==> config.mk <==
export PLATFORM = sky130hd
export DESIGN_NAME = atc_timer
export DESIGN_NICKNAME = d
export VERILOG_FILES = /design/src/design/atc_pkg.sv /design/src/design/atc_sync2.sv /design/src/design/atc_timer.sv
export VERILOG_INCLUDE_DIRS = /design/src /design/src/design
export SDC_FILE = /design/constraint.sdc
export NUM_CORES = 1
export LEC_CHECK = 0
export CAP_MARGIN = 10
export CORE_AREA = 4 4 114 116
export CTS_CLUSTER_SIZE = 14
export DETAILED_ROUTE_END_ITERATION = 7
export DIE_AREA = 0 0 118 120
export DONT_BUFFER_PORTS = 1
export GPL_TIMING_DRIVEN = 1
export PLACE_DENSITY = 0.66
export SETUP_SLACK_MARGIN = 0.15
export SLEW_MARGIN = 40
export SYNTH_ARGS = -nofsm -noshare
export SYNTH_HDL_FRONTEND = slang
export SYNTH_SLANG_ARGS = --single-unit
==> constraint.sdc <==
create_clock -name ref_clk_in -period 11.85 [get_ports ref_clk_in]
set_clock_uncertainty 0.15 [all_clocks]
set_input_delay 2.37 -clock ref_clk_in [delete_from_list [all_inputs] [get_ports ref_clk_in]]
set_output_delay 2.37 -clock ref_clk_in [all_outputs]
set_load 0.05 [all_outputs]
==> src/design/atc_regs.svh <==
// Register map, field positions, reset values and timing counts of the async timer
`ifndef ATC_REGS_SVH
`define ATC_REGS_SVH

// ==========================================================================
// Register byte offsets
`define ATC_OFS_CONTROL_A 5'h00
`define ATC_OFS_COUNT 5'h04
`define ATC_OFS_COMPARE 5'h08
`define ATC_OFS_IRQ_MASK 5'h0c
`define ATC_OFS_FLAGS 5'h10
`define ATC_OFS_ASYNC_STATUS 5'h14
`define ATC_OFS_GEN_CONTROL 5'h18

// ==========================================================================
// Field positions
`define ATC_BIT_FORCE 7
`define ATC_BIT_OVF 0
`define ATC_BIT_CMP 1
`define ATC_BIT_CTL_BUSY 0
`define ATC_BIT_CMP_BUSY 1
`define ATC_BIT_CNT_BUSY 2
`define ATC_BIT_ASYNC_SEL 3
`define ATC_BIT_EXT_CLK 4
`define ATC_BIT_PRESCALER_RESET 0

// ==========================================================================
// Reset values and counter limits
`define ATC_RST_BYTE 8'h00
`define ATC_RST_MASK 2'h0
`define ATC_TOP_MAX 8'hff
`define ATC_BOTTOM 8'h00

// ==========================================================================
// Holding channels
`define ATC_CH_CONTROL 0
`define ATC_CH_COUNT 1
`define ATC_CH_COMPARE 2
`define ATC_NUM_CH 3

// ==========================================================================
// Timing counts
`define ATC_OSC_EDGES_TO_LATCH 2
`define ATC_FLAG_SYNC_CYCLES 3

// ==========================================================================
// Sleep mode codes on sleep_mode_in
`define ATC_SLEEP_NONE 3'h0
`define ATC_SLEEP_IDLE 3'h1
`define ATC_SLEEP_NOISE 3'h2
`define ATC_SLEEP_POWER_DOWN 3'h3
`define ATC_SLEEP_POWER_SAVE 3'h4
`define ATC_SLEEP_STANDBY 3'h5

`endif

==> src/design/atc_pkg.sv <==
// Types shared by the async timer design
package atc_pkg;

  // ========================================================================
  // Control register A layout
  typedef struct packed {
    logic force_compare_strobe;
    logic wgm_hi;
    logic [1:0] compare_output_mode;
    logic wgm_lo;
    logic [2:0] clock_select;
  } atc_ctl_type;

  // ========================================================================
  // Waveform modes
  typedef enum logic [1:0] {
    wv_normal,
    wv_phase_pwm,
    wv_clear_on_match,
    wv_fast_pwm
  } atc_wave_type;

  // ========================================================================
  // Pin controls toward the oscillator pads
  typedef struct packed {
    logic port_detach;
    logic osc_enable;
    logic ext_clk_buf_en;
  } atc_pad_type;

endpackage

==> src/design/atc_sync2.sv <==
// Two flip-flop synchroniser for levels entering the clock domain
`timescale 1ns/1ps

module atc_sync2 #(
  parameter int WIDTH = 1
) (
  input wire logic clk_in, // Destination clock
  input wire logic rst_in, // Async reset, active high
  input wire logic [WIDTH-1:0] d_in, // Asynchronous level
  output logic [WIDTH-1:0] q_out // Synchronised level
);

  logic [WIDTH-1:0] meta_reg;

  // ========================================================================
  // First stage feeds only the second stage
  always_ff @(posedge clk_in or posedge rst_in) begin
    if (rst_in) begin
      meta_reg <= '0;
      q_out <= '0;
    end else begin
      meta_reg <= d_in;
      q_out <= meta_reg;
    end
  end

endmodule

==> src/design/atc_timer.sv <==
// 8-bit timer/counter with I/O clock or oscillator-pin clocking, Avalon-MM slave
`timescale 1ns/1ps
`include "atc_regs.svh"

module atc_timer import atc_pkg::*; #(
  parameter int PRE_W = 10
) (
  input wire logic ref_clk_in, // System I/O clock, 200 MHz
  input wire logic rst_in, // Async reset, active high
  input wire logic [4:0] avs_address_in, // Byte address
  input wire logic avs_read_in, // Read request
  input wire logic avs_write_in, // Write request
  input wire logic [31:0] avs_writedata_in, // Write data
  input wire logic [3:0] avs_byteenable_in, // Byte enables, lane 0 used
  output logic [31:0] avs_readdata_out, // Read data
  output logic avs_waitrequest_out, // Wait request
  input wire logic osc_pin_in, // Oscillator input pin level
  input wire logic [2:0] sleep_mode_in, // Current sleep mode
  output logic compare_output_pin_out, // Compare output level
  output logic compare_output_oe_out, // Compare output drives pin
  output atc_pad_type pad_ctl_out, // Oscillator pad controls
  output logic irq_compare_out, // Compare interrupt request
  output logic irq_overflow_out, // Overflow interrupt request
  output logic wake_out // Wake-up pulse
);

  // ========================================================================
  // Helpers
  function automatic atc_wave_type wave_of(input atc_ctl_type c);
    case ({c.wgm_hi, c.wgm_lo})
      2'b00: wave_of = wv_normal;
      2'b01: wave_of = wv_phase_pwm;
      2'b10: wave_of = wv_clear_on_match;
      default: wave_of = wv_fast_pwm;
    endcase
  endfunction

  function automatic logic [PRE_W-1:0] div_mask(input logic [2:0] cs);
    case (cs)
      3'h2: div_mask = PRE_W'(10'h007);
      3'h3: div_mask = PRE_W'(10'h01f);
      3'h4: div_mask = PRE_W'(10'h03f);
      3'h5: div_mask = PRE_W'(10'h07f);
      3'h6: div_mask = PRE_W'(10'h0ff);
      3'h7: div_mask = PRE_W'(10'h3ff);
      default: div_mask = '0;
    endcase
  endfunction

  function automatic logic is_pwm(input atc_wave_type w);
    is_pwm = (w == wv_phase_pwm) || (w == wv_fast_pwm);
  endfunction

  // ========================================================================
  // Avalon-MM slave: one wait cycle, then answer
  logic resp_reg;
  logic wr_en;
  logic [7:0] wbyte;

  assign avs_waitrequest_out = (avs_read_in || avs_write_in) && !resp_reg;
  assign wr_en = avs_write_in && resp_reg && avs_byteenable_in[0];
  assign wbyte = avs_writedata_in[7:0];

  always_ff @(posedge ref_clk_in or posedge rst_in) begin
    if (rst_in) begin
      resp_reg <= 1'b0;
    end else begin
      resp_reg <= (avs_read_in || avs_write_in) && !resp_reg;
    end
  end

  logic wr_ctl;
  logic wr_cnt;
  logic wr_cmp;
  logic wr_mask;
  logic wr_flags;
  logic wr_asr;
  logic wr_gen;
  assign wr_ctl = wr_en && (avs_address_in == `ATC_OFS_CONTROL_A);
  assign wr_cnt = wr_en && (avs_address_in == `ATC_OFS_COUNT);
  assign wr_cmp = wr_en && (avs_address_in == `ATC_OFS_COMPARE);
  assign wr_mask = wr_en && (avs_address_in == `ATC_OFS_IRQ_MASK);
  assign wr_flags = wr_en && (avs_address_in == `ATC_OFS_FLAGS);
  assign wr_asr = wr_en && (avs_address_in == `ATC_OFS_ASYNC_STATUS);
  assign wr_gen = wr_en && (avs_address_in == `ATC_OFS_GEN_CONTROL);

  // ========================================================================
  // Async status bits
  logic async_sel_reg;
  logic ext_clk_reg;

  always_ff @(posedge ref_clk_in or posedge rst_in) begin
    if (rst_in) begin
      async_sel_reg <= 1'b0;
      ext_clk_reg <= 1'b0;
    end else if (wr_asr) begin
      // No repair of timer contents on a source change
      async_sel_reg <= wbyte[`ATC_BIT_ASYNC_SEL];
      ext_clk_reg <= wbyte[`ATC_BIT_EXT_CLK];
    end
  end

  // Pads: oscillator runs only for async crystal clocking, and stops in power-down and standby
  always_ff @(posedge ref_clk_in or posedge rst_in) begin
    if (rst_in) begin
      pad_ctl_out <= '0;
    end else begin
      pad_ctl_out.port_detach <= async_sel_reg;
      pad_ctl_out.osc_enable <= async_sel_reg && !ext_clk_reg && (sleep_mode_in != `ATC_SLEEP_POWER_DOWN)
                                && (sleep_mode_in != `ATC_SLEEP_STANDBY);
      pad_ctl_out.ext_clk_buf_en <= async_sel_reg && ext_clk_reg;
    end
  end

  // ========================================================================
  // Oscillator edge detection, pin sampled by two flops first
  logic osc_s;
  logic osc_d_reg;
  logic osc_rise;

  atc_sync2 #(.WIDTH(1)) u_osc_sync (
    .clk_in(ref_clk_in),
    .rst_in(rst_in),
    .d_in(osc_pin_in),
    .q_out(osc_s)
  );

  always_ff @(posedge ref_clk_in or posedge rst_in) begin
    if (rst_in) begin
      osc_d_reg <= 1'b0;
    end else begin
      osc_d_reg <= osc_s;
    end
  end
  // Edges are only seen reliably with CPU clock above four times osc
  assign osc_rise = osc_s && !osc_d_reg;

  // ========================================================================
  // Holding registers, one per destination
  logic [`ATC_NUM_CH-1:0] ch_wr;
  logic [`ATC_NUM_CH-1:0] busy;
  logic [`ATC_NUM_CH-1:0] xfer;
  assign ch_wr = {wr_cmp, wr_cnt, wr_ctl};

  for (genvar i = 0; i < `ATC_NUM_CH; i++) begin : g_hold
    logic [7:0] hold_reg;
    logic busy_reg;
    logic [1:0] edge_reg;
    always_ff @(posedge ref_clk_in or posedge rst_in) begin
      if (rst_in) begin
        hold_reg <= `ATC_RST_BYTE;
        busy_reg <= 1'b0;
        edge_reg <= 2'h0;
      end else if (ch_wr[i] && async_sel_reg) begin
        // A rewrite while busy restarts the transfer
        hold_reg <= wbyte;
        busy_reg <= 1'b1;
        edge_reg <= 2'h0;
      end else if (busy_reg && osc_rise) begin
        if (edge_reg == 2'(`ATC_OSC_EDGES_TO_LATCH - 1)) begin
          busy_reg <= 1'b0;
        end
        edge_reg <= edge_reg + 2'h1;
      end
    end
    assign busy[i] = busy_reg;
    assign xfer[i] = busy_reg && osc_rise && (edge_reg == 2'(`ATC_OSC_EDGES_TO_LATCH - 1));
  end

  // ========================================================================
  // Control register A and force strobe
  atc_ctl_type ctl_reg;
  atc_wave_type wave;
  logic force_reg;
  assign wave = wave_of(ctl_reg);

  always_ff @(posedge ref_clk_in or posedge rst_in) begin
    if (rst_in) begin
      ctl_reg <= '0;
      force_reg <= 1'b0;
    end else begin
      force_reg <= 1'b0;
      if (xfer[`ATC_CH_CONTROL]) begin
        ctl_reg <= atc_ctl_type'({1'b0, g_hold[`ATC_CH_CONTROL].hold_reg[6:0]});
        force_reg <= g_hold[`ATC_CH_CONTROL].hold_reg[`ATC_BIT_FORCE];
      end else if (wr_ctl && !async_sel_reg) begin
        ctl_reg <= atc_ctl_type'({1'b0, wbyte[6:0]}); // Strobe never stored
        force_reg <= wbyte[`ATC_BIT_FORCE];
      end
    end
  end

  // ========================================================================
  // Prescaler and timer tick
  logic [PRE_W-1:0] pre_reg;
  logic src_tick;
  logic tick;
  logic pre_clr;
  assign pre_clr = wr_gen && wbyte[`ATC_BIT_PRESCALER_RESET];
  assign src_tick = async_sel_reg ? osc_rise : 1'b1;

  always_ff @(posedge ref_clk_in or posedge rst_in) begin
    if (rst_in) begin
      pre_reg <= '0;
    end else if (pre_clr) begin
      pre_reg <= '0;
    end else if (src_tick) begin
      pre_reg <= pre_reg + PRE_W'(1);
    end
  end

  // Tick is an enable, never a clock
  assign tick = (ctl_reg.clock_select != 3'h0) && src_tick && !pre_clr
                && ((pre_reg & div_mask(ctl_reg.clock_select)) == div_mask(ctl_reg.clock_select));

  // ========================================================================
  // Counter and compare
  logic [7:0] count_reg;
  logic [7:0] cmp_reg;
  logic [7:0] cmp_act_reg;
  logic up_reg;
  logic block_reg;
  logic cnt_load;
  logic [7:0] cnt_load_val;
  logic at_max;
  logic match_evt;
  logic ovf_evt;

  assign cnt_load = xfer[`ATC_CH_COUNT] || (wr_cnt && !async_sel_reg);
  assign cnt_load_val = xfer[`ATC_CH_COUNT] ? g_hold[`ATC_CH_COUNT].hold_reg : wbyte;
  assign at_max = (count_reg == `ATC_TOP_MAX);
  assign match_evt = tick && !cnt_load && (count_reg == cmp_act_reg) && !block_reg
                     && !busy[`ATC_CH_COUNT] && !busy[`ATC_CH_COMPARE];
  assign ovf_evt = tick && !cnt_load && ((wave == wv_phase_pwm) ? (count_reg == `ATC_BOTTOM && !up_reg) : at_max);

  always_ff @(posedge ref_clk_in or posedge rst_in) begin
    if (rst_in) begin
      count_reg <= `ATC_RST_BYTE;
      up_reg <= 1'b1;
    end else if (cnt_load) begin
      count_reg <= cnt_load_val;
    end else if (tick) begin
      case (wave)
        wv_clear_on_match: count_reg <= (count_reg == cmp_act_reg) ? `ATC_BOTTOM : count_reg + 8'h01;
        wv_phase_pwm: begin
          if (up_reg && at_max) begin
            up_reg <= 1'b0;
            count_reg <= count_reg - 8'h01;
          end else if (!up_reg && count_reg == `ATC_BOTTOM) begin
            up_reg <= 1'b1;
            count_reg <= count_reg + 8'h01;
          end else begin
            count_reg <= up_reg ? count_reg + 8'h01 : count_reg - 8'h01;
          end
        end
        default: count_reg <= count_reg + 8'h01;
      endcase
    end
  end

  // A counter write hides the match on the following tick
  always_ff @(posedge ref_clk_in or posedge rst_in) begin
    if (rst_in) begin
      block_reg <= 1'b0;
    end else if (cnt_load) begin
      block_reg <= 1'b1;
    end else if (tick) begin
      block_reg <= 1'b0;
    end
  end

  // PWM modes double-buffer the compare value; both update at the MAX tick
  always_ff @(posedge ref_clk_in or posedge rst_in) begin
    if (rst_in) begin
      cmp_reg <= `ATC_RST_BYTE;
      cmp_act_reg <= `ATC_RST_BYTE;
    end else begin
      if (xfer[`ATC_CH_COMPARE]) begin
        cmp_reg <= g_hold[`ATC_CH_COMPARE].hold_reg;
      end else if (wr_cmp && !async_sel_reg) begin
        cmp_reg <= wbyte;
      end
      if (!is_pwm(wave) || (tick && at_max)) begin
        cmp_act_reg <= cmp_reg;
      end
    end
  end

  // ========================================================================
  // Compare output, changed on the matching tick, at the MAX tick in fast PWM, or by the force strobe in non-PWM modes
  always_ff @(posedge ref_clk_in or posedge rst_in) begin
    if (rst_in) begin
      compare_output_pin_out <= 1'b0;
    end else begin
      case (wave)
        wv_normal, wv_clear_on_match: begin
          if (match_evt || force_reg) begin
            case (ctl_reg.compare_output_mode)
              2'h1: compare_output_pin_out <= !compare_output_pin_out;
              2'h2: compare_output_pin_out <= 1'b0;
              2'h3: compare_output_pin_out <= 1'b1;
              default: compare_output_pin_out <= compare_output_pin_out;
            endcase
          end
        end
        wv_fast_pwm: begin
          if (ctl_reg.compare_output_mode[1]) begin
            if (tick && at_max) begin
              compare_output_pin_out <= !ctl_reg.compare_output_mode[0];
            end else if (match_evt) begin
              compare_output_pin_out <= ctl_reg.compare_output_mode[0];
            end
          end
        end
        default: begin
          if (ctl_reg.compare_output_mode[1] && match_evt) begin
            compare_output_pin_out <= ctl_reg.compare_output_mode[0] ^ !up_reg;
          end
        end
      endcase
    end
  end

  always_ff @(posedge ref_clk_in or posedge rst_in) begin
    if (rst_in) begin
      compare_output_oe_out <= 1'b0;
    end else begin
      compare_output_oe_out <= (ctl_reg.compare_output_mode != 2'h0);
    end
  end

  // ========================================================================
  // Interrupt flags: async events delayed by the sync pipeline
  logic [1:0] evt;
  logic [`ATC_FLAG_SYNC_CYCLES-1:0][1:0] fsync_reg;
  logic [1:0] flag_set;
  logic [1:0] flags_reg;
  logic [1:0] mask_reg;
  assign evt = {match_evt, ovf_evt}; // Forced matches never reach here
  assign flag_set = async_sel_reg ? fsync_reg[`ATC_FLAG_SYNC_CYCLES-1] : evt;

  always_ff @(posedge ref_clk_in or posedge rst_in) begin
    if (rst_in) begin
      fsync_reg <= '0;
    end else begin
      fsync_reg <= {fsync_reg[`ATC_FLAG_SYNC_CYCLES-2:0], evt};
    end
  end

  // Set wins over a write-one clear in the same cycle
  always_ff @(posedge ref_clk_in or posedge rst_in) begin
    if (rst_in) begin
      flags_reg <= 2'h0;
    end else begin
      flags_reg <= (flags_reg & ~(wr_flags ? wbyte[1:0] : 2'h0)) | flag_set;
    end
  end

  always_ff @(posedge ref_clk_in or posedge rst_in) begin
    if (rst_in) begin
      mask_reg <= `ATC_RST_MASK;
    end else if (wr_mask) begin
      mask_reg <= wbyte[1:0];
    end
  end

  always_ff @(posedge ref_clk_in or posedge rst_in) begin
    if (rst_in) begin
      irq_compare_out <= 1'b0;
      irq_overflow_out <= 1'b0;
    end else begin
      irq_compare_out <= flags_reg[`ATC_BIT_CMP] && mask_reg[`ATC_BIT_CMP];
      irq_overflow_out <= flags_reg[`ATC_BIT_OVF] && mask_reg[`ATC_BIT_OVF];
    end
  end

  // ========================================================================
  // Wake-up from power-save or noise reduction
  logic light_sleep;
  logic wake_pend_reg;
  logic armed_reg;
  logic wake_step;
  assign light_sleep = (sleep_mode_in == `ATC_SLEEP_POWER_SAVE) || (sleep_mode_in == `ATC_SLEEP_NOISE);
  assign wake_step = async_sel_reg ? osc_rise : 1'b1;

  always_ff @(posedge ref_clk_in or posedge rst_in) begin
    if (rst_in) begin
      wake_pend_reg <= 1'b0;
      armed_reg <= 1'b1;
      wake_out <= 1'b0;
    end else begin
      wake_out <= 1'b0;
      if (wake_pend_reg && wake_step) begin
        wake_out <= 1'b1;
        wake_pend_reg <= 1'b0;
        armed_reg <= 1'b0;
      end else if (!armed_reg && osc_rise) begin
        armed_reg <= 1'b1;
      end else if (armed_reg && light_sleep && |(flags_reg & mask_reg)) begin
        wake_pend_reg <= 1'b1;
      end
    end
  end

  // ========================================================================
  // Count readout, refreshed on each osc edge in async mode
  logic [7:0] count_view_reg;

  always_ff @(posedge ref_clk_in or posedge rst_in) begin
    if (rst_in) begin
      count_view_reg <= `ATC_RST_BYTE;
    end else if (!async_sel_reg || osc_rise) begin
      count_view_reg <= count_reg;
    end
  end

  // ========================================================================
  // Read data, loaded in the wait cycle
  always_ff @(posedge ref_clk_in or posedge rst_in) begin
    if (rst_in) begin
      avs_readdata_out <= 32'h0000_0000;
    end else if (avs_read_in && !resp_reg) begin
      case (avs_address_in)
        `ATC_OFS_CONTROL_A: avs_readdata_out <= {24'h00_0000, 1'b0, ctl_reg[6:0]};
        `ATC_OFS_COUNT: avs_readdata_out <= {24'h00_0000, count_view_reg};
        `ATC_OFS_COMPARE: avs_readdata_out <= {24'h00_0000, cmp_reg};
        `ATC_OFS_IRQ_MASK: avs_readdata_out <= {30'h0000_0000, mask_reg};
        `ATC_OFS_FLAGS: avs_readdata_out <= {30'h0000_0000, flags_reg};
        `ATC_OFS_ASYNC_STATUS: avs_readdata_out <= {27'h000_0000, ext_clk_reg, async_sel_reg,
          busy[`ATC_CH_COUNT], busy[`ATC_CH_COMPARE], busy[`ATC_CH_CONTROL]};
        default: avs_readdata_out <= 32'h0000_0000;
      endcase
    end
  end

endmodule

Word-level counts from Yosys, hierarchy flattened
Index checks and enable logic that the tools add are counted.
{"block": "op_classes", "n_mux": 55, "n_reduce_logical": 97, "n_eq_ne": 35, "n_bitwise": 7, "add_sub_neg": 6}
{"cell": "$mux W8", "n": 9}
{"cell": "$pmux W10 S6", "n": 1}
{"cell": "$logic_and A1 B1 Y1", "n": 48}
{"cell": "$pmux W8 S6", "n": 1}
{"cell": "$mux W1", "n": 28}
{"cell": "$reduce_bool A2 Y1", "n": 14}
{"cell": "$mux W10", "n": 2}
{"cell": "$mux W2", "n": 8}
{"cell": "$pmux W8 S2", "n": 1}
{"cell": "$eq A3 B3 Y1 const B", "n": 5}
{"cell": "$eq A5 B5 Y1 const B", "n": 3}
{"cell": "$logic_not A1 Y1", "n": 14}
{"cell": "$mux W7", "n": 2}
{"cell": "$eq A2 B1 Y1 const B", "n": 6}
{"cell": "$add A10 B1 Y10 const B", "n": 1}
{"cell": "$and A10 B10 Y10", "n": 1}
{"cell": "$eq A10 B10 Y1", "n": 1}
{"cell": "$eq A2 B2 Y1 const B", "n": 5}
{"cell": "$eq A5 B4 Y1 const B", "n": 2}
{"cell": "$eq A3 B2 Y1 const B", "n": 3}
{"cell": "$add A8 B1 Y8 const B", "n": 1}
{"cell": "$eq A8 B8 Y1", "n": 1}
{"cell": "$eq A8 B8 Y1 const B", "n": 1}
{"cell": "$logic_not A8 Y1", "n": 1}
{"cell": "other kinds (23)", "n": 41}
{"block": "word_totals", "out_inout_bits": 41, "inputBits": 49, "register_bits": 143}

Longest topological paths before layout
Gate-level depths: netlist of run 1.
{"block": "depth", "word_depth": 16, "depth_mapped": 10, "depth_no_buf": 9}

Hierarchy
A second synthesis of run 1 with hierarchy kept.
{"block": "hier_totals", "cells_unflattened": 635, "hier_area_um2": 6234.7}
{"module": "atc_timer", "seq_area_each_um2": 2930.3, "cells_per_inst": 632, "area_each_um2": 6180.9, "instances": 1}
{"module": "atc_sync2", "seq_area_each_um2": 50.0, "cells_per_inst": 3, "area_each_um2": 53.8, "instances": 1}

Least setup slack after synthesis of run 1
No wires, ideal clock.
{"block": "synth_timing", "path_kind": "input -> output", "startpoint": "input port avs_write_in", "endpoint": "output port avs_waitrequest_out", "t_arrival_ps": 3067, "path_slack_ps": 6263, "stages": 2, "t_required_ps": 9330, "path_buffers": 0, "path_cell_list": "nor2_1 -> nor2_1"}
{"block": "synth_between", "elab_chain_len": 2}
{"item": "from (decl)", "line_no": "atc_timer.sv:12", "source": "input wire logic avs_write_in,"}
{"item": "$logic_or A1 B1 Y1", "line_no": "atc_timer.sv:60", "source": "assign avs_waitrequest_out = (avs_read_in || avs_write_in) && !resp_reg;"}
{"item": "$logic_and A1 B1 Y1", "line_no": "atc_timer.sv:60"}
{"item": "to (decl)", "line_no": "atc_timer.sv:16", "source": "output logic avs_waitrequest_out,"}
No other way between the ends.

Worst setup path in the final report of run 1
Ends and elaborated chain as after synthesis.

==> run_results.csv, run 1 <==
group,metric,value,unit
place,place_inst,730,
synth,yosysSeqAreaShare,49.0,%
clocking,cts.sinks,119,
clocking,cts.repair.resized,0,
timing,min_period,5.37,ns
setup_path,critPathSlowestCell,"nor2_2",
setup_path,crit_buf_inv,0,
floorplan,io_pins,90,
place,hpwl,10500,microns
power,p_leak,3.14,nW
global_route,antenna_found_initial,0,
drt,wl_per_cell,19.2,microns
drt,num_vias,4415,
setup_path,crit_type,"primary input to primary output",
floorplan,die_x,118,microns
synth,yosysTopAreaCell,"dfrtp_1",
synth,ys.flop_type,"dfrtp_1",
synth,yosysWarnings,0,
global_route,grt_max_degree,73,
global_route,gr-total-overflow,0,
place,io_buffers,0,
cells_and_area,fin_cells,761,
power,peakVddDrop,0.102,mV
drt,drc,0,
setup_path,crit_chain,"nor2_1 > nor2_2",
drt,first_pass_iters,5,
floorplan,rows,40,
setup_path,cp_slowest_stage_delay,0.45,ns
cells_and_area,largest_reg_flops,24,
setup_path,critPathTopFamily,"simple AND/OR/NAND/NOR gates",
floorplan,core_area,11900,sq um
clocking,postCtsHoldBufs,0,
synth,syn_avg_cell_area,10.0,sq um
timing,hold_slack,0.199,ns
timing,timing.fmax,186,MHz
floorplan,dieArea,14200,sq um
clocking,cts_root_buf,"clkbuf_16",
timing,setup_viol,0,
timing,setup_tns,0,ns
floorplan,initial_core_util,51.1,%
clocking,cts_tree,"yes",
drt,viasPerCell,5.80,
floorplan,fp.dieH,120,microns
global_route,grt_pass1_wl,23800,microns
status,outcome,"complete, no violations",
synth,yosys_register_bits,119,
synth,netlist_area,6090,sq um
synth,synth.top_cells.by_area,"dfrtp_1 (48%), mux2_2 (5.9%), nand2_1 (4.6%), nor2_1 (3.5%), buf_4 (3.0%)",
clocking,cts_buffers,17,
synth,synth-async-reset-ratio,100,%
timing,worst_slew_pin_slew,0.780,ns
setup_path,worst_setup_path_start_kind,"primary input",
setup_path,cp_max_fo,4,
synth,synth_edf_count,0,
setup_path,endpoint_kind,"primary output",
synth,ys_types,61,
drt,antenna_left,0,
clocking,cts.reportedPaths.clkPinSlew,0.05,ns
timing,hold_viol,0,
clocking,cts_setup_buffers,0,
clocking,clock_latency,0.42,ns
clocking,cts_buffer_depth,2,
cells_and_area,antenna_cells,0,
drt,drt_iter0_drc,437,
global_route,grt_pass1_vias,4344,
cells_and_area,final_core_util,56.5,%
global_route,grt_usage,21.8,%
clocking,cts_max_level,4,
place,place.gp.congestion,0.901,
timing,slew_headroom,47.8,%
power,p_per_area,173,nW/um^2
timing,maxSlewViolCount,0,
timing,rsz0062_at_grt,"false",
cells_and_area,area_growth_syn_to_layout,10.5,%
setup_path,critPathRequiredTime,9.33,ns
timing,fin_crit_sh,45.3,%
synth,synthCells,606,
min_path,hold_path_class,"register to register",
drt,route.final.wire_length,14600,microns
setup_path,cp.arrival,2.85,ns
cells_and_area,final_nets,663,
synth,synth_top_area_share,48.1,%
cells_and_area,final_layout_size_suffix_gt1_share,14.2,%
flow_run,cap_violations,0,
[area by class of cell]
class | count | area [sq um]
Fill cell | 1027 | 5180
Sequential cell | 119 | 2980
Multi-Input combinational cell | 441 | 2870
Clock buffer | 22 | 454
Tap cell | 147 | 184
Clock inverter | 9 | 126
Inverter | 18 | 70.1
Timing Repair Buffer | 5 | 41.3
[synth_stat cells, types with 12 or more instances]
cell	count
mux2_2	32
nand2_1	75
nor3_1	15
a21oi_1	22
clkbuf_1	23
xor2_1	19
o21ai_1	12
ha_1	12
buf_4	24
mux2i_1	16
nor2_1	57
o21ai_0	22
nand3_1	17
dfrtp_1	117
inv_1	17
[metrics by stage]
stage / instance area [sq um] / setup WS, ns / power, mW
after global routing: 6730 / 6.45 / 1.21
after CTS: 6720 / 6.47 / 1.17
after detailed placement: 6140 / 6.48 / 0.660
final: 6730 / 6.48 / 1.16
after global placement: 6110 / 6.23 / 0.651
after floorplan: 6170 / 6.18 / 0.626
[cells by family after synthesis]
logic type | synth area share, %
other cells | 0.0616
xor+xnor | 3.89
fa+ha+maj | 2.47
buf+inv | 5.88
mux | 11.1
simple gates | 15.5
compound gates | 12.2
flops | 49.0
[routing by layer]
metal	vias up	share of wire (%)	global-route usage (%)
li1	2073	-	-
met1	2120	44	29.3
met2	196	44	32.4
met3	26	9.1	7.35
met4	0	2.5	9.30
met5	-	0	0
[path summary, 6_finish.rpt]
kind	slack [ns]	start	cells after the start	endpoint
worst max-delay path	6.48	avs_write_in	2	avs_waitrequest_out
worst max register to register	8.82	ctl_reg[2]	6	cmp_act_reg[3]
worst min-delay path	0.20	u_osc_sync.meta_reg	0	u_osc_sync.q_out
max in group asynchronous	8.75	rst_in	2	fsync_reg[4]
worst min register to register	0.20	u_osc_sync.meta_reg	0	u_osc_sync.q_out
min in group asynchronous	1.74	rst_in	1	u_osc_sync.meta_reg
[report_power, final]
part	switching, mW	leakage, nW	internal [mW]
clock	0.175	0.284	0.333
combinational	0.0907	1.36	0.0614
sequential	0.0567	1.50	0.446
total	0.322	3.14	0.840
[layout by cell type (no fill, tap or decap), types with 4 or more instances in the layout]
cell type	n
clkbuf_1	4
mux2_4	8
a21oi_1	22
and3_1	6
buf_4	4
dfrtp_1	117
a221oi_1	4
conb_1	24
nand2b_1	4
a22o_1	4
xor2_1	19
clkinv_2	4
clkbuf_16	17
a22oi_1	4
nand2_1	75
a31oi_1	7
nor2_1	54
nor2b_1	5
and2_1	5
mux2_2	32
nand3_1	17
nand4_1	5
o21ai_1	12
o211ai_1	4
ha_1	12
o21ai_0	22
a211oi_1	4
o22ai_1	4
inv_1	16
nor3_1	13
mux2i_1	16
or3_1	5
xnor2_1	8
nor4_1	4
Power figures use the tool's default switching activity.
==> inputs of run 2 (changes only) <==
--- a/config.mk
+++ b/config.mk
@@ -13,7 +13,7 @@
 export DIE_AREA = 0 0 118 120
 export DONT_BUFFER_PORTS = 1
 export GPL_TIMING_DRIVEN = 1
-export PLACE_DENSITY = 0.66
+export PLACE_DENSITY = 0.68
 export SETUP_SLACK_MARGIN = 0.15
 export SLEW_MARGIN = 40
 export SYNTH_ARGS = -nofsm -noshare
==> constraint.sdc (replaced) <==
create_clock -name ref_clk_in -period 4.3 [get_ports ref_clk_in]
set_clock_uncertainty 0.15 [all_clocks]
set_input_delay 0.86 -clock ref_clk_in [delete_from_list [all_inputs] [get_ports ref_clk_in]]
set_output_delay 0.86 -clock ref_clk_in [all_outputs]
set_load 0.05 [all_outputs]
==> run_results.csv, run 2 (synthesized netlist as in run 1, its figures left out) <==
group,metric,value,unit
status,outcome,"complete, no violations",
clocking,cts.sinks,119,
global_route,antenna_found_initial,0,
timing,rsz0062_at_grt,"false",
global_route,grt_pass1_vias,4357,
setup_path,critPathRequiredTime,4.45,ns
floorplan,initial_core_util,51.1,%
timing,min_period,3.03,ns
place,place.gp.congestion,0.882,
place,place_inst,734,
setup_path,r2r_start,"osc_d_reg",
power,p_leak,3.19,nW
cells_and_area,final_nets,667,
setup_path,cp.arrival,3.18,ns
clocking,cts.repair.resized,0,
global_route,top_usage_layer,"met2",
cells_and_area,antenna_cells,0,
clocking,cts_buffer_depth,2,
setup_path,endpoint_kind,"register",
timing,setup_viol,0,
global_route,grt_usage,21.3,%
clocking,cts.reportedPaths.clkPinSlew,0.05,ns
place,dp_slack,1.09,ns
drt,antenna_left,0,
clocking,cts_tree,"yes",
timing,timing.fmax,330,MHz
cells_and_area,final_common_cell,"dfrtp_1",
flow_run,cap_violations,0,
clocking,cts_root_buf,"clkbuf_16",
floorplan,core_area,11900,sq um
floorplan,die_x,118,microns
clocking,cts_buffers,17,
global_route,grt_pass1_wl,23300,microns
setup_path,crit_start,"osc_d_reg",
drt,wl_per_cell,18.6,microns
cells_and_area,final_layout_size_suffix_gt1_share,15.3,%
cells_and_area,fin_cells,766,
timing,fin_crit_sh,70.5,%
timing,slew_headroom,49.7,%
clocking,clock_latency,0.43,ns
floorplan,dieArea,14200,sq um
timing,maxSlewViolCount,0,
drt,viasPerCell,5.82,
drt,first_pass_iters,5,
power,peakVddDrop,0.255,mV
timing,worst_slack,1.27,ns
drt,route.final.wire_length,14300,microns
cells_and_area,largest_reg_flops,24,
floorplan,fp.dieH,120,microns
drt,drt_iter0_drc,417,
global_route,grt_use_met2,33.7,%
timing,hold_viol,0,
setup_path,crit_type,"register to register",
setup_path,ff2ff_path_depth,5,
floorplan,rows,40,
cells_and_area,area_growth_syn_to_layout,12.1,%
setup_path,cp_max_fo,14,
global_route,grt_util_met3,6.60,%
clocking,postCtsHoldBufs,0,
place,hpwl,10300,microns
min_path,hold_path_class,"primary input to asynchronous set/reset pin",
drt,drc,0,
floorplan,io_pins,90,
timing,worst_slew_pin_slew,0.748,ns
global_route,grt_util_met1,27.2,%
timing,hold_slack,0.0952,ns
drt,num_vias,4455,
place,io_buffers,0,
global_route,gr-total-overflow,0,
power,p_per_area,474,nW/um^2
timing,setup_tns,0,ns
clocking,cts_max_level,4,
global_route,grt_max_degree,75,
cells_and_area,final_core_util,57.3,%
clocking,cts_setup_buffers,0,
setup_path,worst_setup_path_start_kind,"register",
cells_and_area,mostFrequentLayoutCells,"dfrtp_1 (117), nand2_1 (75), nor2_1 (54)",
[run 2: worst paths after layout]
check / endpoint / slack, ns
min: osc_d_reg / 0.1
max in group asynchronous: up_reg / 3.23
max reg2reg: cmp_act_reg[6] / 1.27
min in group ref_clk_in: u_osc_sync.q_out / 0.20
min reg2reg: u_osc_sync.q_out / 0.20
max: cmp_act_reg[6] / 1.27
[run 2: per-layer routing]
layer  part of all wire, %  vias to the layer above  wire length [microns]
li1                      -                     2088                      -
met1                    44                     2151                   6210
met2                    46                      186                   6610
met3                   7.9                       30                   1130
met4                   2.3                        0                    327
met5                     0                        -                      0
[run 2: metrics by stage]
step | total power [mW] | area, sq um
global route | 3.37 | 6820
floorplan | 1.73 | 6180
detailed placement | 1.81 | 6220
CTS | 3.26 | 6820
finish | 3.24 | 6820
global placement | 1.79 | 6140
[run 2: final cells by class]
class	count	area (sq um)
fillers	977	5090
flip-flops and latches	119	2980
multi-input cells	441	2870
clock buffers	17	425
well taps	147	184
clock inverters	15	176
repair buffers	9	120
inverters	18	71.3
[run 2: power by group]
group	internal (mW)	leakage, nW	switching [mW]
combinational	0.175	1.40	0.247
clock	0.910	0.290	0.523
sequential	1.23	1.50	0.153
total	2.31	3.19	0.923
[run 2: worst max-delay path, stage by stage (launching register included)]
cell and delay, ns:
dfrtp_1 0.36, nor2b_1 0.58, nor2b_1 0.12, or4_1 0.89
o22ai_4 0.46, mux2_4 0.34
